--- src/kplock_map.vh ---
// Constants for the keypad lock and default restore supervisor.
// Assumes a 200 MHz system clock; included by the top design file only.
`ifndef KPLOCK_MAP_VH
`define KPLOCK_MAP_VH
`define KPLOCK_CLK_MHZ      200
`define KPLOCK_HOLD_MS      5000
// Hold length in clock cycles, sized to the hold timer's 40-bit count.
`define KPLOCK_HOLD_CYC     40'd1000000000
`define KPLOCK_CODE_DEFAULT 12'h123
`define KPLOCK_DIGIT_W      4
`define KPLOCK_CODE_W       12
`endif

--- src/kplock_hold_timer.v ---
// Hold timer: reports when a key has been held continuously for hold_cyc_i cycles.
// Assumes the key level is synchronous and debounced.
`timescale 1ns/1ps
module kplock_hold_timer (
  // Clock and reset
  input  wire        sys_clk_i,
  input  wire        reset_n_i,
  // Key level and length
  input  wire        key_i,
  input  wire [39:0] hold_cyc_i,
  // One-cycle pulse when the hold completes
  output reg         held_o
);
  reg [39:0] cnt_r;

  // The count saturates so a key held on after the pulse gives no second pulse.
  always @(posedge sys_clk_i or negedge reset_n_i) begin
    if (!reset_n_i) begin
      cnt_r  <= 40'h0;
      held_o <= 1'b0;
    end else begin
      held_o <= 1'b0;
      if (!key_i) begin
        cnt_r <= 40'h0;
      end else if (cnt_r < hold_cyc_i) begin
        cnt_r <= cnt_r + 40'h1;
        if (cnt_r == hold_cyc_i - 40'h1) begin
          held_o <= 1'b1;
        end
      end
    end
  end
endmodule // kplock_hold_timer

--- src/kplock_top.v ---
// Keypad lock and default-restore supervisor of the front panel.
// Assumes key inputs are debounced levels and digit strobes last one cycle.
`timescale 1ns/1ps
`include "kplock_map.vh"

// What this block does
// - Hold Enter full interval, then prompt code
// - Correct code at lock prompt locks keypad
// - Hold Enter again, correct code unlocks
// - Three decimal digit code, factory value 123
// - Code changed from computer interface, or to 123 by default restore
// - Restoring defaults also restores factory code
// - Locked keypad refuses front-panel default restore
// - Locked edits rejected with locked message
// - Heater off and alarm reset still allowed
// - Hold Escape opens default-restore first screen
// - Screen one toggles, Enter advances, Escape abandons
// - Screen two curve clear, both keys exit
// - Parameter and curve areas cleared independently
module kplock_top #(
  parameter [39:0] HOLD_CYC = `KPLOCK_HOLD_CYC
) (
  // Clock and reset
  input  wire        sys_clk_i,
  input  wire        reset_n_i,
  // Front-panel keys
  input  wire        key_enter_i,
  input  wire        key_escape_i,
  input  wire        key_updown_stb_i,
  input  wire        digit_stb_i,
  input  wire [3:0]  digit_i,
  // Front-panel edit requests
  input  wire        edit_req_i,
  input  wire        heater_off_req_i,
  input  wire        alarm_reset_req_i,
  input  wire        heater_range_req_i,
  // Computer interface
  input  wire        host_code_wr_i,
  input  wire [11:0] host_code_i,
  // Screen and state
  output reg  [4:0]  screen_o,
  output reg         locked_o,
  output reg         locked_msg_o,
  output reg         select_yes_o,
  output reg  [11:0] code_o,
  // Actions granted
  output reg         edit_ok_o,
  output reg         heater_off_o,
  output reg         alarm_reset_o,
  output reg         heater_range_ok_o,
  // Nonvolatile store clears
  output reg         param_clear_o,
  output reg         curve_clear_o
);
  localparam [4:0] ST_NORMAL = 5'h01;
  localparam [4:0] ST_LOCK_P = 5'h02;
  localparam [4:0] ST_UNLK_P = 5'h04;
  localparam [4:0] ST_DEF_1  = 5'h08;
  localparam [4:0] ST_DEF_2  = 5'h10;

  reg  [4:0]  state_r;
  reg  [4:0]  state_nxt;
  reg  [11:0] entry_r;
  reg  [1:0]  ndig_r;
  reg         enter_d_r;
  reg         escape_d_r;
  wire        enter_hold;
  wire        escape_hold;
  wire        enter_rel;
  wire        escape_rel;
  wire        code_done;
  reg         enter_arm_r;
  reg         escape_arm_r;
  wire        enter_act;
  wire        escape_act;
  wire        host_code_bcd;

  // One timer per key; each gives a single pulse per continuous hold.
  kplock_hold_timer u_enter_hold (
    .sys_clk_i (sys_clk_i),
    .reset_n_i (reset_n_i),
    .key_i     (key_enter_i),
    .hold_cyc_i(HOLD_CYC),
    .held_o    (enter_hold)
  );

  kplock_hold_timer u_escape_hold (
    .sys_clk_i (sys_clk_i),
    .reset_n_i (reset_n_i),
    .key_i     (key_escape_i),
    .hold_cyc_i(HOLD_CYC),
    .held_o    (escape_hold)
  );

  // Keys act in menus on release, and only once they have been seen up on the
  // current screen, so releasing the long hold that opened a screen never also
  // answers it.
  assign enter_rel  = enter_d_r & ~key_enter_i;
  assign escape_rel = escape_d_r & ~key_escape_i;
  assign enter_act  = enter_rel & enter_arm_r;
  assign escape_act = escape_rel & escape_arm_r;
  // Only a decimal third digit completes the code; others are ignored.
  assign code_done  = digit_stb_i & (digit_i <= 4'h9) & (ndig_r == 2'h2);
  // A host code with a non-decimal digit is dropped, so the stored code can
  // always be matched from the keypad.
  assign host_code_bcd = (host_code_i[11:8] <= 4'h9) & (host_code_i[7:4] <= 4'h9)
                         & (host_code_i[3:0] <= 4'h9);

  // Screen sequencer. Requests made while a menu or prompt is open are ignored,
  // because the operator cannot see their result there.
  always @* begin
    state_nxt = state_r;
    case (state_r)
      ST_NORMAL: begin
        if (enter_hold) begin
          state_nxt = locked_o ? ST_UNLK_P : ST_LOCK_P;
        end else if (escape_hold) begin
          state_nxt = ST_DEF_1;
        end
      end
      ST_LOCK_P, ST_UNLK_P: begin
        if (code_done || escape_act) begin
          state_nxt = ST_NORMAL;
        end
      end
      ST_DEF_1: begin
        if (escape_act) begin
          state_nxt = ST_NORMAL;
        end else if (enter_act) begin
          state_nxt = ST_DEF_2;
        end
      end
      ST_DEF_2: begin
        if (escape_act || enter_act) begin
          state_nxt = ST_NORMAL;
        end
      end
      default: begin
        state_nxt = ST_NORMAL;
      end
    endcase
  end

  always @(posedge sys_clk_i or negedge reset_n_i) begin
    if (!reset_n_i) begin
      state_r           <= ST_NORMAL;
      entry_r           <= 12'h000;
      ndig_r            <= 2'h0;
      enter_d_r         <= 1'b0;
      escape_d_r        <= 1'b0;
      enter_arm_r       <= 1'b0;
      escape_arm_r      <= 1'b0;
      screen_o          <= ST_NORMAL;
      locked_o          <= 1'b0;
      locked_msg_o      <= 1'b0;
      select_yes_o      <= 1'b0;
      code_o            <= `KPLOCK_CODE_DEFAULT;
      edit_ok_o         <= 1'b0;
      heater_off_o      <= 1'b0;
      alarm_reset_o     <= 1'b0;
      heater_range_ok_o <= 1'b0;
      param_clear_o     <= 1'b0;
      curve_clear_o     <= 1'b0;
    end else begin
      state_r           <= state_nxt;
      screen_o          <= state_nxt;
      enter_d_r         <= key_enter_i;
      escape_d_r        <= key_escape_i;
      // Any screen change disarms both keys until each is seen up again.
      enter_arm_r       <= (state_r == state_nxt) & (enter_arm_r | ~key_enter_i);
      escape_arm_r      <= (state_r == state_nxt) & (escape_arm_r | ~key_escape_i);
      param_clear_o     <= 1'b0;
      curve_clear_o     <= 1'b0;
      // Grants are pulses; only requests made on the normal display count.
      edit_ok_o         <= (state_r == ST_NORMAL) & edit_req_i & ~locked_o;
      locked_msg_o      <= (state_r == ST_NORMAL) & locked_o
                           & (edit_req_i | heater_range_req_i);
      heater_off_o      <= (state_r == ST_NORMAL) & heater_off_req_i;
      alarm_reset_o     <= (state_r == ST_NORMAL) & alarm_reset_req_i;
      heater_range_ok_o <= (state_r == ST_NORMAL) & heater_range_req_i
                           & ~locked_o;
      // Digits are taken only as decimal; non-decimal strobes are ignored.
      if (state_r != state_nxt) begin
        entry_r <= 12'h000;
        ndig_r  <= 2'h0;
      end else if (digit_stb_i && (digit_i <= 4'h9) && !code_done) begin
        entry_r <= {entry_r[7:0], digit_i};
        ndig_r  <= ndig_r + 2'h1;
      end
      // The third digit is compared together with the two held ones, so a
      // match takes effect on the edge that returns to the normal display.
      if (state_r == ST_LOCK_P && code_done && digit_i <= 4'h9
          && {entry_r[7:0], digit_i} == code_o) begin
        locked_o <= 1'b1;
      end
      if (state_r == ST_UNLK_P && code_done && digit_i <= 4'h9
          && {entry_r[7:0], digit_i} == code_o) begin
        locked_o <= 1'b0;
      end
      if (state_nxt == ST_DEF_1 && state_r != ST_DEF_1) begin
        select_yes_o <= 1'b0;
      end else if ((state_r == ST_DEF_1 || state_r == ST_DEF_2) && key_updown_stb_i) begin
        select_yes_o <= ~select_yes_o;
      end
      // A locked keypad still walks both screens but never clears parameters;
      // the curve screen stays usable.
      if (state_r == ST_DEF_1 && enter_act) begin
        select_yes_o <= 1'b0;
        if (select_yes_o && !locked_o) begin
          param_clear_o <= 1'b1;
          locked_o      <= 1'b0;
          code_o        <= `KPLOCK_CODE_DEFAULT;
        end
      end else if (host_code_wr_i && host_code_bcd) begin
        code_o <= host_code_i;
      end
      if (state_r == ST_DEF_2 && enter_act && select_yes_o) begin
        curve_clear_o <= 1'b1;
      end
    end
  end
endmodule // kplock_top

--- config.mk ---
export PLATFORM = sky130hd
export DESIGN_NAME = kplock_top
export DESIGN_NICKNAME = d
export VERILOG_FILES = /design/src/kplock_hold_timer.v /design/src/kplock_top.v
export VERILOG_INCLUDE_DIRS = /design/src /design/src/src
export SDC_FILE = /design/constraint.sdc
export NUM_CORES = 1
export LEC_CHECK = 0
export BUFFER_PORTS_ARGS = -buffer_cell sky130_fd_sc_hd__buf_4
export CORE_UTILIZATION = 41
export DETAILED_ROUTE_END_ITERATION = 16
export PLACE_DENSITY = 0.65
export SYNTH_ARGS = -nofsm -noshare
export SYNTH_HDL_FRONTEND = slang
export SYNTH_HIERARCHICAL = 1
export SYNTH_SLANG_ARGS = --single-unit
--- constraint.sdc ---
create_clock -name sys_clk_i -period 2.7 [get_ports sys_clk_i]
set_clock_uncertainty 0.1 [all_clocks]
set_input_delay 0.405 -clock sys_clk_i [delete_from_list [all_inputs] [get_ports sys_clk_i]]
set_output_delay 0.405 -clock sys_clk_i [all_outputs]
set_load 0.02 [all_outputs]
# Yosys cells after proc, flatten, opt, wreduce, memory -nomap -nowiden
# Index checks and enable logic that the tools add are counted.
dict set report word_totals {
  regBits 122
  in_bits 27
  word_cells 131
}
dict set report op_classes {
  add_sub_neg 3
  order_cmp 6
  n_eq_ne 16
  muxes 35
  bitwise 25
  reduce_logical 25
}
# op count
set op_table {}
lappend op_table {{$mux W40} 4}
lappend op_table {{$add A40 B1 Y40 const B} 2}
lappend op_table {{$eq A40 B30 Y1 const B} 2}
lappend op_table {{$lt A40 B30 Y1 const B} 2}
lappend op_table {{$mux W12} 3}
lappend op_table {{$mux W5} 6}
lappend op_table {{$pmux W5 S4} 1}
lappend op_table {{$and A1 B1 Y1} 18}
lappend op_table {{$le A4 B4 Y1 const B} 4}
lappend op_table {{$mux W1} 16}
lappend op_table {{$mux W8} 2}
lappend op_table {{$logic_and A1 B1 Y1} 15}
lappend op_table {{$eq A12 B12 Y1} 1}
lappend op_table {{$eq A5 B4 Y1 const B} 2}
lappend op_table {{$ne A2 B1 Y1 const B} 3}
lappend op_table {{$eq A5 B1 Y1 const B} 1}
lappend op_table {{$eq A5 B2 Y1 const B} 1}
lappend op_table {{$eq A5 B3 Y1 const B} 1}
lappend op_table {{$eq A5 B5 Y1} 1}
lappend op_table {{$eq A5 B5 Y1 const B} 1}
lappend op_table {{$ne A5 B4 Y1 const B} 1}
lappend op_table {{$ne A5 B5 Y1} 1}
lappend op_table {{$mux W2} 2}
lappend op_table {{$not A1 Y1} 4}
lappend op_table {{10 further kinds} 16}

# Logic depth before layout (Yosys ltp)
dict set report logic_depth {
  depth_word 10
  mapped_depth 11
  mapped_depth_nobuf 9
}

# Hierarchy
# Netlist, hierarchy kept.
# module instances cells_each area_per_inst_um2
set modules_own_cells {}
lappend modules_own_cells {kplock_hold_timer 2 623 4963.5}
lappend modules_own_cells {kplock_top 1 198 2175.8}

# Worst setup path after synthesis
# Ideal clock, no wire load.
dict set report synth_timing {
  kind {register -> register}
  startpoint {register u_enter_hold.cnt_r[11]}
  endpoint {register u_enter_hold.cnt_r[15]}
  setup_ns 0.123
  arrival_time_ns 2.498
  setup_slack_ns -0.021
  path_stages_with_launch 10
  path_cell_list {dfrtp_1 ha_1 and3_1 a221o_1 a221oi_1 nor2_1 nor4b_2 buf_2 nand4_1 mux2i_1}
}
dict set report synth_via {
  elab_chain_len 3
}
# element line
set synth_lines {}
lappend synth_lines {{from (decl)} kplock_hold_timer.v:14} ;# reg [39:0] cnt_r;
lappend synth_lines {{from (signal assigned)} kplock_hold_timer.v:26} ;# cnt_r <= cnt_r + 40'h1;
lappend synth_lines {{$add A40 B1 Y40} kplock_hold_timer.v:26}
lappend synth_lines {{$mux W40} kplock_hold_timer.v:25} ;# end else if (cnt_r < hold_cyc_i) begin
lappend synth_lines {{$mux W40} kplock_hold_timer.v:23} ;# if (!key_i) begin
# Several ways; a longest one is shown, not always the timed one. The select of a mux whose other input is x is not followed.
# A chain may end at the register's enable or synchronous reset.

# Worst setup path after layout
dict set report layout_timing {
  startpoint {register u_enter_hold.cnt_r[9]}
  endpoint {register u_enter_hold.cnt_r[7]}
}
dict set report layout_via {
  elab_chain_len 2
}
# element line
set layout_lines {}
lappend layout_lines {{$lt A40 B30 Y1} kplock_hold_timer.v:25}
lappend layout_lines {{$ne A2 B1 Y1 (no line)} n/a}
# No other way between the ends.

==> impl_metrics.toml <==
[run_status]
outcome = "complete, but fails checks"
failed_checks = "setup timing"

[clocking]
numClockSinks = 122
cts.clk_slew.worst_paths_ns = 0.07
clkLatencyLatePin_ns = 0.43
cts_tree = "done"
cts_htree_levels = 4
buffer_cell_driving_the_clock_tree_root = "clkbuf_16"
tritoncts.num_buffers = 17
clk_path_buf_depth = 2

[placement]
hpwl_um = 26000
finalWeightedCongestion = 0.8518
detailed_place.area_um2 = 14860
portBuffers = 52
placedCellCount = 2290

[timing]
tightestPinTransition_ns = 0.6641
fmax_ghz = 0.3581
finalCriticalPeriod_ns = 2.793
final_worst_path_cycle_share_pct = 103.4
timing.final.hold_violations = 0
finalSetupViolations = 10
unrepaired_setup_endpoints_after_global_routing = "yes"
relSlewSlack_pct = 55.72
setup_ws_ns = -0.09267
maxSlewViolCount = 0
timing.setup.tns_ns = -0.2388

[global_routing]
gr_overflow_total = 0
maximum_number_of_pins_on_one_net_before_global_route_repair = 67
grt_pass1_vias = 11360
grt_first_pass_wirelength_um = 56200
globalRouteTotalUtil_pct = 22.92
grt_antenna_before_repair = 0

[route]
drt_drc = 0
detailedRoute.firstPassIterationCount = 8
routedWlPerCell_um = 14.83
postRouteAntennaNets = 0
totalWireLength_um = 34870
initialDrtViolationCount = 810
detail_route.vias_per_cell = 5.000
vias = 11750

[layout]
finish.utilization_pct = 56.15
layout_commonest_cell = "conb_1"
flow.area_growth_from_synthesis_pct = 33.89
layout.cell_area.non_filler_um2 = 16200
drive_gt1_share_pct = 18.15
fillerInstances = 2638
antenna_cells = 0
layout.cells.most_common_list = "conb_1 (356), buf_4 (183), nand2_1 (137), dfrtp_1 (117), inv_1 (103)"
finish.cell_count_without_fillers = 2351
final_net_count = 2066

[power_and_ir_drop]
power_density_nw_per_um2 = 337.4
total_leakage_power_nw = 8.070
peakVddDrop_mv = 0.4302
power.total_mw = 5.468

[synth]
synthCells = 1444
post_synth.cell_area_avg_um2 = 8.381
synth.lib_cells_used.distinct = 83
yosys_warn_count = 6
synth-edff-count = 0
ys_seq_elements = 122
synth_area_um2 = 12100
postSynth.asyncResetShare_pct = 100.0
ys_dominant_reg_cell = "dfrtp_1"
synth.yosys.seq_area_share_pct = 25.28

[setup_path]
cpLargestDelayFamily = "compound AO/OA/AOI/OAI gates"
path_depth = 10
crit_type = "reg2reg"
crit_path_start_kind = "flop"
critical_path.endpoint = "u_enter_hold/cnt_r[7]"
critical_path_maximum_fanout = 9
timing.critical_path.slowest_stage_cell = "dfrtp_1"
critical_path.reg2reg.startpoint = "u_enter_hold/cnt_r[9]"
setup.reg_to_reg.worst_slack_ns = -0.09
max_stage_delay_ns = 0.39
critical_path_data_required_time_ns = 2.95
critical_path.startpoint = "u_enter_hold/cnt_r[9]"
ff2ff_path_depth = 10
crit_path_cell_trace = "ha_1, and3_4, a221o_1, a221oi_2, nor2_2, nor4b_4, buf_4, buf_12, and4_1, mux2i_1"
cp_num_buf_inv = 2
crit_arrival_ns = 3.04
critical_path.endpoint_type = "flop"
terminus_of_the_critical_flop_to_flop_path = "u_enter_hold/cnt_r[7]"

[floorplanning]
design.die.area_um2 = 30210
io_pins = 53
die-width_um = 173.8
die-height_um = 173.8
core-area_um2 = 28860
floorplan.rows = 62
floorplan.initialDensity_pct = 41.94

[min_path]
min-delay-path-class = "in2reg"
hp-start = "heater_off_req_i"

[flow_run]
maxCapViolations = 0
==> worst reg2reg max path, cell delays in order, from the launching register on <==
cell,delay (ns)
dfrtp_1,0.39
ha_1,0.28
and3_4,0.16
a221o_1,0.35
a221oi_2,0.37
nor2_2,0.09
nor4b_4,0.26
buf_4,0.19
buf_12,0.13
and4_1,0.20
mux2i_1,0.19
==> synthesized netlist by cell type (9+ instances only) <==
library cell / count / area share (%)
nand2_1: 139 / 4.3
dfrtp_1: 117 / 24
inv_1: 103 / 3.2
ha_1: 85 / 8.8
nor2_1: 81 / 2.5
xnor2_1: 81 / 5.9
mux2i_1: 76 / 6.3
nand3_1: 74 / 3.1
nand2b_1: 72 / 3.7
nand4_1: 55 / 2.8
a21oi_1: 50 / 2.1
xor2_1: 45 / 3.3
nor3_1: 39 / 1.6
and3_1: 38 / 2.0
clkbuf_1: 31 / 0.96
or4_1: 23 / 1.4
and4_1: 21 / 1.5
o21ai_0: 21 / 0.87
nor4_1: 20 / 1.0
and2_1: 17 / 0.88
nor4_2: 15 / 1.6
nor3_2: 14 / 1.2
buf_6: 12 / 1.1
or3_1: 12 / 0.62
nor4b_1: 10 / 0.72
o31ai_1: 10 / 0.62
a211oi_1: 9 / 0.56
==> report_power, final <==
group          internal, mW  switching (mW)
clock network          1.23            1.06
registers              1.95           0.105
logic                 0.465           0.660
total                  3.65            1.82
==> through the flow <==
stage	setup WS, ns	hold WS [ns]
after floorplan	0.03575	0.009409
after global placement	-0.2127	0.3648
after detailed placement	-0.2064	0.3696
after CTS	-0.07425	0.07335
after global routing	-0.1495	0.07125
final	-0.09267	0.08648
==> cell type report <==
| class | count | area, um^2 | share of cell area, % |
|---|---|---|---|
| Sequential cell | 122 | 3059 | 18.88 |
| Inverter | 106 | 397.9 | 2.455 |
| Timing Repair Buffer | 195 | 1569 | 9.683 |
| Multi-Input combinational cell | 1512 | 10130 | 62.51 |
| Clock buffer | 17 | 425.4 | 2.625 |
| Tap cell | 384 | 480.5 | 2.965 |
| Clock inverter | 15 | 142.6 | 0.8802 |
==> sequential cells by signal (all words and copies together), names as in the netlist, 2 cells and up <==
signal,flops
code_o,12
entry_r,8
ndig_r,2
state_r,5
u_enter_hold/cnt_r,40
u_escape_hold/cnt_r,40
==> kinds of logic after synthesis <==
family          after synthesis  share of synthesized area, %
xor+xnor                    126                         9.118
buf+inv                     164                         6.089
mux                          76                         6.286
flops                       122                         25.28
simple gates                671                         32.46
other cells                   2                       0.06205
fa+ha+maj                    85                         8.787
compound gates              198                         11.92
==> metal layers <==
layer	up-vias	GRT usage (%)	wire, um
li1	5931	-	-
met1	5541	30.69	16350
met2	244	38.62	16660
met3	38	3.224	1397
met4	0	5.848	472
met5	-	0	0
==> worst min-delay path by stage <==
| stage | cells past startpoint | endpoint | slack (ns) |
|---|---|---|---|
| floorplan | 0 | alarm_reset_o | 0.009 |
| global placement | 1 | u_escape_hold/cnt_r[20] | 0.36 |
| CTS | 2 | heater_off_o | 0.07 |
| global route | 2 | alarm_reset_o | 0.07 |
| finish | 2 | heater_off_o | 0.09 |
| detailed placement | 1 | u_escape_hold/cnt_r[20] | 0.37 |
==> timing repair <==
| item | CTS | global route |
|---|---|---|
| gates cloned | 2 | 3 |
| setup endpoints to repair | 78 | 80 |
| resized for setup | 21 | 70 |
| hold buffers | 1 | 0 |
| pin swaps | 12 | 33 |
| setup buffers | 10 | 16 |
| endpoints found under the hold margin | 42 | 0 |
(Power assumes the default switching activity.)
